[src/common/embpc_pkg.sv]
// Package: register map, field positions and carrier structs for the memory bus pin control
package embpc_pkg;

	// ----------------------------------------
	// Register bus
	// ----------------------------------------
	localparam int ADDR_W = 8;
	localparam int DATA_W = 32;
	localparam logic [ADDR_W-1:0] OFS_MODE = 8'h00;
	localparam logic [ADDR_W-1:0] OFS_P14_DATA = 8'h04;
	localparam logic [ADDR_W-1:0] OFS_P14_DIR = 8'h08;
	localparam logic [ADDR_W-1:0] OFS_ALT_SEL = 8'h0C;
	localparam logic [ADDR_W-1:0] OFS_STATUS = 8'h10;

	// ----------------------------------------
	// Field positions and widths
	// ----------------------------------------
	localparam int MODE_W = 4;
	localparam int BIT_BUS_CLOCK = 0;
	localparam int BIT_BYTE_LANE2 = 1;
	localparam int BIT_BYTE_LANE3 = 2;
	localparam int BIT_UPPER_DATA = 3;
	localparam int P14_W = 3;
	localparam int ALT_N = 8;
	localparam int HALF_W = 16;
	localparam int ADDR_BUS_W = 24;
	localparam int CS_N = 4;
	localparam int STAT_WIDTH32 = 0;
	localparam int STAT_WAIT = 1;
	localparam int SYNC_W = 2 * HALF_W + P14_W + 1 + 2 * ALT_N;

	// ----------------------------------------
	// Carriers
	// ----------------------------------------
	// From the internal bus controller
	typedef struct packed {
		logic [ADDR_BUS_W-1:0] addr;
		logic [DATA_W-1:0] dout;
		logic doe;
		logic wr_strobe;
		logic rd_strobe;
		logic [CS_N-1:0] chip_select;
		logic [3:0] byte_lane_strobe;
		logic bus_clock;
	} embpc_ctrl_s;

	// Dedicated output pins that need no mode control
	typedef struct packed {
		logic [ADDR_BUS_W-1:0] addr;
		logic [HALF_W-1:0] lo_out;
		logic lo_oe;
		logic wr_strobe;
		logic rd_strobe;
		logic [CS_N-1:0] chip_select;
		logic [1:0] byte_lane_strobe;
	} embpc_mem_pins_s;

	typedef struct packed {
		logic [MODE_W-1:0] mode;
		logic [P14_W-1:0] p14_dat;
		logic [P14_W-1:0] p14_dir;
		logic [ALT_N-1:0] alt_sel;
		logic [DATA_W-1:0] rdata;
		logic [HALF_W-1:0] up_out;
		logic [HALF_W-1:0] up_oe;
		logic [P14_W-1:0] p14_out;
		logic [P14_W-1:0] p14_oe;
		logic [ALT_N-1:0] alt_in;
		logic [DATA_W-1:0] din;
		embpc_mem_pins_s mem;
	} embpc_state_s;

	localparam embpc_state_s STATE_RST = '0;

endpackage : embpc_pkg

[src/hw/embpc_sync.sv]
// Two flip-flop synchroniser for pin inputs
`timescale 1ns/10ps
module embpc_sync #(
	parameter int W = 1
) (
	input wire logic mclk,
	input wire logic rstn,
	input wire logic [W-1:0] d,
	output logic [W-1:0] q
);

	typedef struct packed {
		logic [W-1:0] meta;
		logic [W-1:0] q;
	} embpc_sync_s;

	embpc_sync_s s;
	embpc_sync_s next_s;

	// Meta stage feeds only the second stage
	always_comb begin
		next_s.meta = d;
		next_s.q = s.meta;
	end

	always_ff @(posedge mclk) begin
		if (!rstn) begin
			s <= '0;
		end else begin
			s <= next_s;
		end
	end

	assign q = s.q;

endmodule : embpc_sync

[src/hw/embpc_top.sv]
// External memory bus pin control: width select, shared pin muxing, register port
`timescale 1ns/10ps

// Summary of operation
// - Data bus width 16 or 32, software chosen
// - Upper select drives D31..16 onto shared pins
// - Same bit switches interface 16/32 bit
// - Group 14 unused pins stay 3-bit port
// - Bus clock select puts clock on bit0
// - Lane2 select puts strobe 2 on bit1
// - Lane3 select puts strobe 3 on bit2
// - Address, low data, strobes (byte lanes 0/1 only) on dedicated pins
// - Software picks pin for dual alternative inputs
module embpc_top (
	input wire logic mclk,
	input wire logic rstn,
	input wire logic [embpc_pkg::ADDR_W-1:0] reg_addr,
	input wire logic [embpc_pkg::DATA_W-1:0] reg_wdata,
	input wire logic reg_wr,
	input wire logic reg_rd,
	output logic [embpc_pkg::DATA_W-1:0] reg_rdata,
	input wire embpc_pkg::embpc_ctrl_s ctrl,
	output logic [embpc_pkg::DATA_W-1:0] bus_din,
	output logic bus_wait_req,
	output logic bus_width_32,
	input wire logic [embpc_pkg::HALF_W-1:0] port_up_out,
	input wire logic [embpc_pkg::HALF_W-1:0] port_up_oe,
	output logic [embpc_pkg::HALF_W-1:0] port_up_in,
	input wire logic [embpc_pkg::HALF_W-1:0] up_pin_in,
	output logic [embpc_pkg::HALF_W-1:0] up_pin_out,
	output logic [embpc_pkg::HALF_W-1:0] up_pin_oe,
	input wire logic [embpc_pkg::HALF_W-1:0] lo_pin_in,
	output embpc_pkg::embpc_mem_pins_s mem_pins,
	input wire logic wait_pin,
	input wire logic [embpc_pkg::P14_W-1:0] p14_pin_in,
	output logic [embpc_pkg::P14_W-1:0] p14_pin_out,
	output logic [embpc_pkg::P14_W-1:0] p14_pin_oe,
	input wire logic [embpc_pkg::ALT_N-1:0] alt_pin_a,
	input wire logic [embpc_pkg::ALT_N-1:0] alt_pin_b,
	output logic [embpc_pkg::ALT_N-1:0] alt_in
);

	// ----------------------------------------
	// Pin input synchronisation
	// ----------------------------------------
	logic [embpc_pkg::SYNC_W-1:0] sync_q;
	logic [embpc_pkg::HALF_W-1:0] up_sync;
	logic [embpc_pkg::HALF_W-1:0] lo_sync;
	logic [embpc_pkg::P14_W-1:0] p14_sync;
	logic wait_sync;
	logic [embpc_pkg::ALT_N-1:0] alt_a_sync;
	logic [embpc_pkg::ALT_N-1:0] alt_b_sync;

	embpc_sync #(
		.W(embpc_pkg::SYNC_W)
	) u_sync (
		.mclk(mclk),
		.rstn(rstn),
		.d({up_pin_in, lo_pin_in, p14_pin_in, wait_pin, alt_pin_a, alt_pin_b}),
		.q(sync_q)
	);

	assign {up_sync, lo_sync, p14_sync, wait_sync, alt_a_sync, alt_b_sync} = sync_q;

	// ----------------------------------------
	// State
	// ----------------------------------------
	embpc_pkg::embpc_state_s s;
	embpc_pkg::embpc_state_s next_s;
	logic upper_data_bus_select;
	logic bus_clock_pin_select;
	logic byte_lane2_pin_select;
	logic byte_lane3_pin_select;

	assign upper_data_bus_select = s.mode[embpc_pkg::BIT_UPPER_DATA];
	assign bus_clock_pin_select = s.mode[embpc_pkg::BIT_BUS_CLOCK];
	assign byte_lane2_pin_select = s.mode[embpc_pkg::BIT_BYTE_LANE2];
	assign byte_lane3_pin_select = s.mode[embpc_pkg::BIT_BYTE_LANE3];

	always_comb begin
		next_s = s;
		// Register writes
		if (reg_wr) begin
			case (reg_addr)
				embpc_pkg::OFS_MODE: next_s.mode = reg_wdata[embpc_pkg::MODE_W-1:0];
				embpc_pkg::OFS_P14_DATA: next_s.p14_dat = reg_wdata[embpc_pkg::P14_W-1:0];
				embpc_pkg::OFS_P14_DIR: next_s.p14_dir = reg_wdata[embpc_pkg::P14_W-1:0];
				embpc_pkg::OFS_ALT_SEL: next_s.alt_sel = reg_wdata[embpc_pkg::ALT_N-1:0];
				default: ;
			endcase
		end
		// Read data stands for exactly one cycle; unmapped reads return zero
		next_s.rdata = '0;
		if (reg_rd) begin
			case (reg_addr)
				embpc_pkg::OFS_MODE: next_s.rdata[embpc_pkg::MODE_W-1:0] = s.mode;
				embpc_pkg::OFS_P14_DATA: next_s.rdata[embpc_pkg::P14_W-1:0] = p14_sync;
				embpc_pkg::OFS_P14_DIR: next_s.rdata[embpc_pkg::P14_W-1:0] = s.p14_dir;
				embpc_pkg::OFS_ALT_SEL: next_s.rdata[embpc_pkg::ALT_N-1:0] = s.alt_sel;
				embpc_pkg::OFS_STATUS: begin
					next_s.rdata[embpc_pkg::STAT_WIDTH32] = upper_data_bus_select;
					next_s.rdata[embpc_pkg::STAT_WAIT] = wait_sync;
				end
				default: ;
			endcase
		end
		// Upper data pins: bus data or port logic
		if (upper_data_bus_select) begin
			next_s.up_out = ctrl.dout[embpc_pkg::DATA_W-1:embpc_pkg::HALF_W];
			next_s.up_oe = {embpc_pkg::HALF_W{ctrl.doe}};
		end else begin
			next_s.up_out = port_up_out;
			next_s.up_oe = port_up_oe;
		end
		// In 16-bit mode the upper half of read data is forced to zero
		next_s.din = {upper_data_bus_select ? up_sync : {embpc_pkg::HALF_W{1'b0}}, lo_sync};
		// Group 14: each pin independently bus or port
		next_s.p14_out = s.p14_dat;
		next_s.p14_oe = s.p14_dir;
		if (bus_clock_pin_select) begin
			next_s.p14_out[0] = ctrl.bus_clock;
			next_s.p14_oe[0] = 1'b1;
		end
		if (byte_lane2_pin_select) begin
			next_s.p14_out[1] = ctrl.byte_lane_strobe[2];
			next_s.p14_oe[1] = 1'b1;
		end
		if (byte_lane3_pin_select) begin
			next_s.p14_out[2] = ctrl.byte_lane_strobe[3];
			next_s.p14_oe[2] = 1'b1;
		end
		// Dedicated pins follow the controller with no mode control
		next_s.mem.addr = ctrl.addr;
		next_s.mem.lo_out = ctrl.dout[embpc_pkg::HALF_W-1:0];
		next_s.mem.lo_oe = ctrl.doe;
		next_s.mem.wr_strobe = ctrl.wr_strobe;
		next_s.mem.rd_strobe = ctrl.rd_strobe;
		next_s.mem.chip_select = ctrl.chip_select;
		next_s.mem.byte_lane_strobe = ctrl.byte_lane_strobe[1:0];
		// Alternative input from pin b when its select bit is set
		next_s.alt_in = (alt_b_sync & s.alt_sel) | (alt_a_sync & ~s.alt_sel);
	end

	always_ff @(posedge mclk) begin
		if (!rstn) begin
			s <= embpc_pkg::STATE_RST;
		end else begin
			s <= next_s;
		end
	end

	// ----------------------------------------
	// Outputs
	// ----------------------------------------
	assign reg_rdata = s.rdata;
	assign bus_din = s.din;
	assign bus_wait_req = wait_sync;
	assign bus_width_32 = upper_data_bus_select;
	assign port_up_in = up_sync;
	assign up_pin_out = s.up_out;
	assign up_pin_oe = s.up_oe;
	assign mem_pins = s.mem;
	assign p14_pin_out = s.p14_out;
	assign p14_pin_oe = s.p14_oe;
	assign alt_in = s.alt_in;
endmodule : embpc_top

[config.mk]
export PLATFORM = sky130hd
export DESIGN_NAME = embpc_top
export DESIGN_NICKNAME = d
export VERILOG_FILES = /design/src/common/embpc_pkg.sv /design/src/hw/embpc_sync.sv /design/src/hw/embpc_top.sv
export SDC_FILE = /design/constraint.sdc
export NUM_CORES = 1
export LEC_CHECK = 0
export BUFFER_PORTS_ARGS = -buffer_cell sky130_fd_sc_hd__buf_2
export CORE_AREA = 4 4 200 124
export CTS_CLUSTER_DIAMETER = 50
export DETAILED_ROUTE_END_ITERATION = 16
export DIE_AREA = 0 0 204 128
export PLACE_DENSITY = 0.78
export SETUP_SLACK_MARGIN = 0.15
export SLEW_MARGIN = 20
export SYNTH_ARGS = -nofsm -noshare
export SYNTH_HDL_FRONTEND = slang
export SYNTH_SLANG_ARGS = --single-unit
[constraint.sdc]
create_clock -name mclk -period 1.75 [get_ports mclk]
set_clock_uncertainty 0.05 [all_clocks]
set_input_delay 0.525 -clock mclk [delete_from_list [all_inputs] [get_ports mclk]]
set_output_delay 0.525 -clock mclk [all_outputs]
set_load 0.02 [all_outputs]
==> results by group <==
Route
  • Routed length per instance: 15.19 um
  • Vias/cell: 4.146
  • DRC viols: 0
  • DRT Pass-1 Iters: 4
  • Total Wirelength: 20220 um
  • Via count: roughly 5500
  • Iteration-0 DRC Markers: 230
  • Antenna Violating Nets Remaining: 0

STA
  • Achievable clock frequency: 634.1 MHz
  • Max-slew violation total from the final report: 0
  • Sum of negative setup slack: 0 ps
  • Share of the clock period used by the worst path: 0.9012
  • Final setup vio count: 0
  • Min Tclk post-route: 1577 ps
  • Unrepaired setup endpoints after global routing: true
  • Final hold violation count: 0

CTS
  • Clock network latency to the later pin of the worst-skew pair: 510 ps
  • CTS hold repair buffers: 0
  • Number of buffers inserted during clock tree synthesis: 25
  • TritonCTS clock tree: done
  • Clock slew at reported path FFs: 70 ps
  • H-Tree Level Count: 1
  • Master cell of the clock root buffer: sky130_fd_sc_hd__clkbuf_16
  • Buffer depth of the longest clock path: 3
  • Number of clock sinks: roughly 260

Setup path
  • Top fanout value on the critical path: 2
  • Critical Setup Path Class: flop to output pin
  • CP Data Arrival Time: 1000 ps
  • Critical path buffers and inverters: 1
  • Worst-path cell chain: buf_6
  • Slowest stage delay, CP: 360 ps
  • Slowest-stage cell, CP: sky130_fd_sc_hd__dfxtp_4
  • Startpoint type of the worst setup path: flop
  • Worst endpoint required time: 1170 ps
  • Endpoint class of the critical path: output pin
  • Cell class contributing the biggest share of worst-path delay: flip-flops

Yosys
  • Number of instances in the synthesized netlist: 824
  • Post-synth cell types: 31
  • Warnings, synthesis: 0
  • Largest family of logic cells by synthesized area: simple AND/OR/NAND/NOR gates
  • Seq/Total Area, Yosys: 0.5691
  • Portion of netlist area occupied by mux cells: 0.05841
  • Flops & latches, synth: about 260
  • Fraction of the mapped netlist area in adder cells: 0
  • Synthesized area divided by synthesized cell count: about 11 um^2
  • Area share of and/or/nand/nor cells after synthesis: 0.1916
  • Post-Synth XOR/XNOR Area: 0
  • Synthesized-area fraction occupied by ao, oa, aoi and oai cells: 0.01827
  • Post-synthesis instance area: between 9000 and 10000 um^2

Cells and area
  • Finished layout cell area: 11290 um^2
  • Number of nets at the end of the flow: 1194
  • Final core utilization: 0.4938
  • Area growth from synthesis to final layout: 24.90%
  • Number of diodes added for antenna fixing: 0
  • Commonest cells after routing, fill and taps aside: 218 x sky130_fd_sc_hd__dfxtp_1, 199 x sky130_fd_sc_hd__buf_2, 174 x sky130_fd_sc_hd__and2_1
  • Commonest non-fill, non-tap cell in the layout: sky130_fd_sc_hd__dfxtp_1
  • Share of cells above drive strength 1: 0.4232

Power
  • Pwr Density: 1154 nW/um^2
  • Maximum resistive drop on vdd: between 700 and 800 uV
  • Seq pwr share: 0.472
  • Clock network power share: 0.456
  • Combinational Power Share: 0.072
  • Static leakage: 0.005291 uW
  • Fraction of power spent switching nets: 0.2215
  • Total Power Consumption: about 13000 uW
  • Total internal power: a little over 10000 uW
  • NetSw: 2886 uW

Die
  • I/O pin total: 373
  • Die Y: approximately 130 um
  • Initial core utilization: 0.3953
  • Width of the chip: 204 um
  • CORE AREA: 22870 um^2
  • Die Area: approximately 26000 um^2
  • Row Count: 43

Place
  • Final weighted congestion in routability-driven placement: 0.7755
  • Cell area reported after detailed placement: about 9800 um^2
  • HPWL after detailed placement: 14640 um
  • Total of buffers placed on input and output ports: approximately 320

Hold path
  • Hold crit path type: primary input to flop

GRT
  • Via count of the first global-routing pass: 5501
  • Global-route total usage across every layer: 0.1418
  • Initial antenna violation count: 6
  • Remaining Overflow, GRT: 0
  • First-pass GRT wire length: 29320 um
  • Largest net degree at the start of global routing: 120

Outcome
  • Outcome: complete, no violations

Job
  • Max Cap Viol: 0
[cells by family (layout without fill, tap and decap cells)]
group	count (synthesis)	count (layout)
AO/OA/AOI/OAI	22	22
buffers and inverters	214	383
AND/OR/NAND/NOR	280	280
other	1	24
flip-flops	257	257
multiplexers	50	50
[worst paths after layout]
path,startpoint,to,cells past startpoint,slack [ps]
setup / recovery,bus_width_32,bus_width_32,1,170
hold / removal,alt_pin_b[2],u_sync.next_s[2],2,160
setup reg to reg,bus_width_32,up_pin_out[4],4,280
hold reg to reg,u_sync.next_s[10],u_sync.q[10],1,380
[final cells by class]
cell class / instances / area, um^2
well taps: 315 / 394.1
flip-flops and latches: 257 / 5196
clock buffers: 28 / 646.9
multi-input cells: 376 / 2515
inverters: 1 / 3.754
fillers: 2020 / 11570
repair buffers: 337 / 2245
clock inverters: 17 / 290.3
[state kept, by name, summed over array words and instances, names as in the netlist, 8 cells and up]
register	flops
s	14
up_pin_out	16
u_sync.next_s	52
u_sync.q	52
bus_din	32
reg_rdata	8
mem_pins	49
up_pin_oe	16
alt_in	8
[per-layer routing]
| metal | up-vias | global-route usage | routed length [um] |
|---|---|---|---|
| met3 | 44 | 0.07155 | 2298 |
| li1 | 2735 | - | - |
| met5 | - | 0 | 89 |
| met1 | 2501 | 0.1693 | 8217 |
| met2 | 226 | 0.2335 | 9274 |
| met4 | 12 | 0.02756 | 343 |
[per-stage QoR]
step	setup WS (ps)	hold slack, ps	cells
after floorplan	182.9	361.9	847
after global placement	48.33	363.9	1282
after detailed placement	35.00	366.9	1282
after CTS	129.4	128.6	1330
after global routing	122.7	130.5	1331
final	172.9	159.5	1331
[cell usage after synthesis]
| library cell | count | share of area |
|---|---|---|
| sky130_fd_sc_hd__inv_1 | 1 | 0.00041 |
| sky130_fd_sc_hd__o21a_1 | 3 | 0.0025 |
| sky130_fd_sc_hd__nand4b_2 | 1 | 0.0017 |
| sky130_fd_sc_hd__nand3_1 | 4 | 0.0022 |
| sky130_fd_sc_hd__nor4b_4 | 1 | 0.0026 |
| sky130_fd_sc_hd__a31oi_1 | 1 | 0.00069 |
| sky130_fd_sc_hd__mux2_2 | 2 | 0.0025 |
| sky130_fd_sc_hd__and4_1 | 1 | 0.00097 |
| sky130_fd_sc_hd__and2_1 | 174 | 0.12 |
| sky130_fd_sc_hd__nor2_1 | 3 | 0.0012 |
| sky130_fd_sc_hd__buf_2 | 5 | 0.0028 |
| sky130_fd_sc_hd__mux4_2 | 2 | 0.0050 |
| sky130_fd_sc_hd__or3_2 | 1 | 0.00083 |
| sky130_fd_sc_hd__nor4b_1 | 1 | 0.00097 |
| sky130_fd_sc_hd__nand2b_1 | 16 | 0.011 |
| sky130_fd_sc_hd__nor2b_1 | 27 | 0.019 |
| sky130_fd_sc_hd__conb_1 | 1 | 0.00041 |
| sky130_fd_sc_hd__a22oi_1 | 1 | 0.00083 |
| sky130_fd_sc_hd__and3b_2 | 1 | 0.0011 |
| sky130_fd_sc_hd__clkbuf_1 | 33 | 0.014 |
| sky130_fd_sc_hd__dfxtp_1 | 257 | 0.57 |
| sky130_fd_sc_hd__buf_4 | 175 | 0.15 |
| sky130_fd_sc_hd__and3_1 | 16 | 0.011 |
| sky130_fd_sc_hd__a21boi_0 | 16 | 0.013 |
| sky130_fd_sc_hd__nand2_1 | 30 | 0.012 |
| sky130_fd_sc_hd__nor3_4 | 1 | 0.0018 |
| sky130_fd_sc_hd__a2111oi_0 | 1 | 0.00097 |
| sky130_fd_sc_hd__mux2i_1 | 46 | 0.051 |
| sky130_fd_sc_hd__nand4b_1 | 1 | 0.00097 |
| sky130_fd_sc_hd__nand3_2 | 1 | 0.0011 |
| sky130_fd_sc_hd__nand4_4 | 1 | 0.0024 |
[power groups by stage]
stage	logic, uW	clock network, uW	registers, uW
after global placement	844	0	6260
after detailed placement	859	0	6270
after global routing	1020	6400	6170
after CTS	894	6130	6140
after floorplan	685	0	6250
final	937	5940	6150
[timing repair]
item,CTS,global route
resized for setup,84,130
setup buffers,3,1
setup endpoints to repair,56,104
No activity file was read; power rests on OpenSTA's default activity.
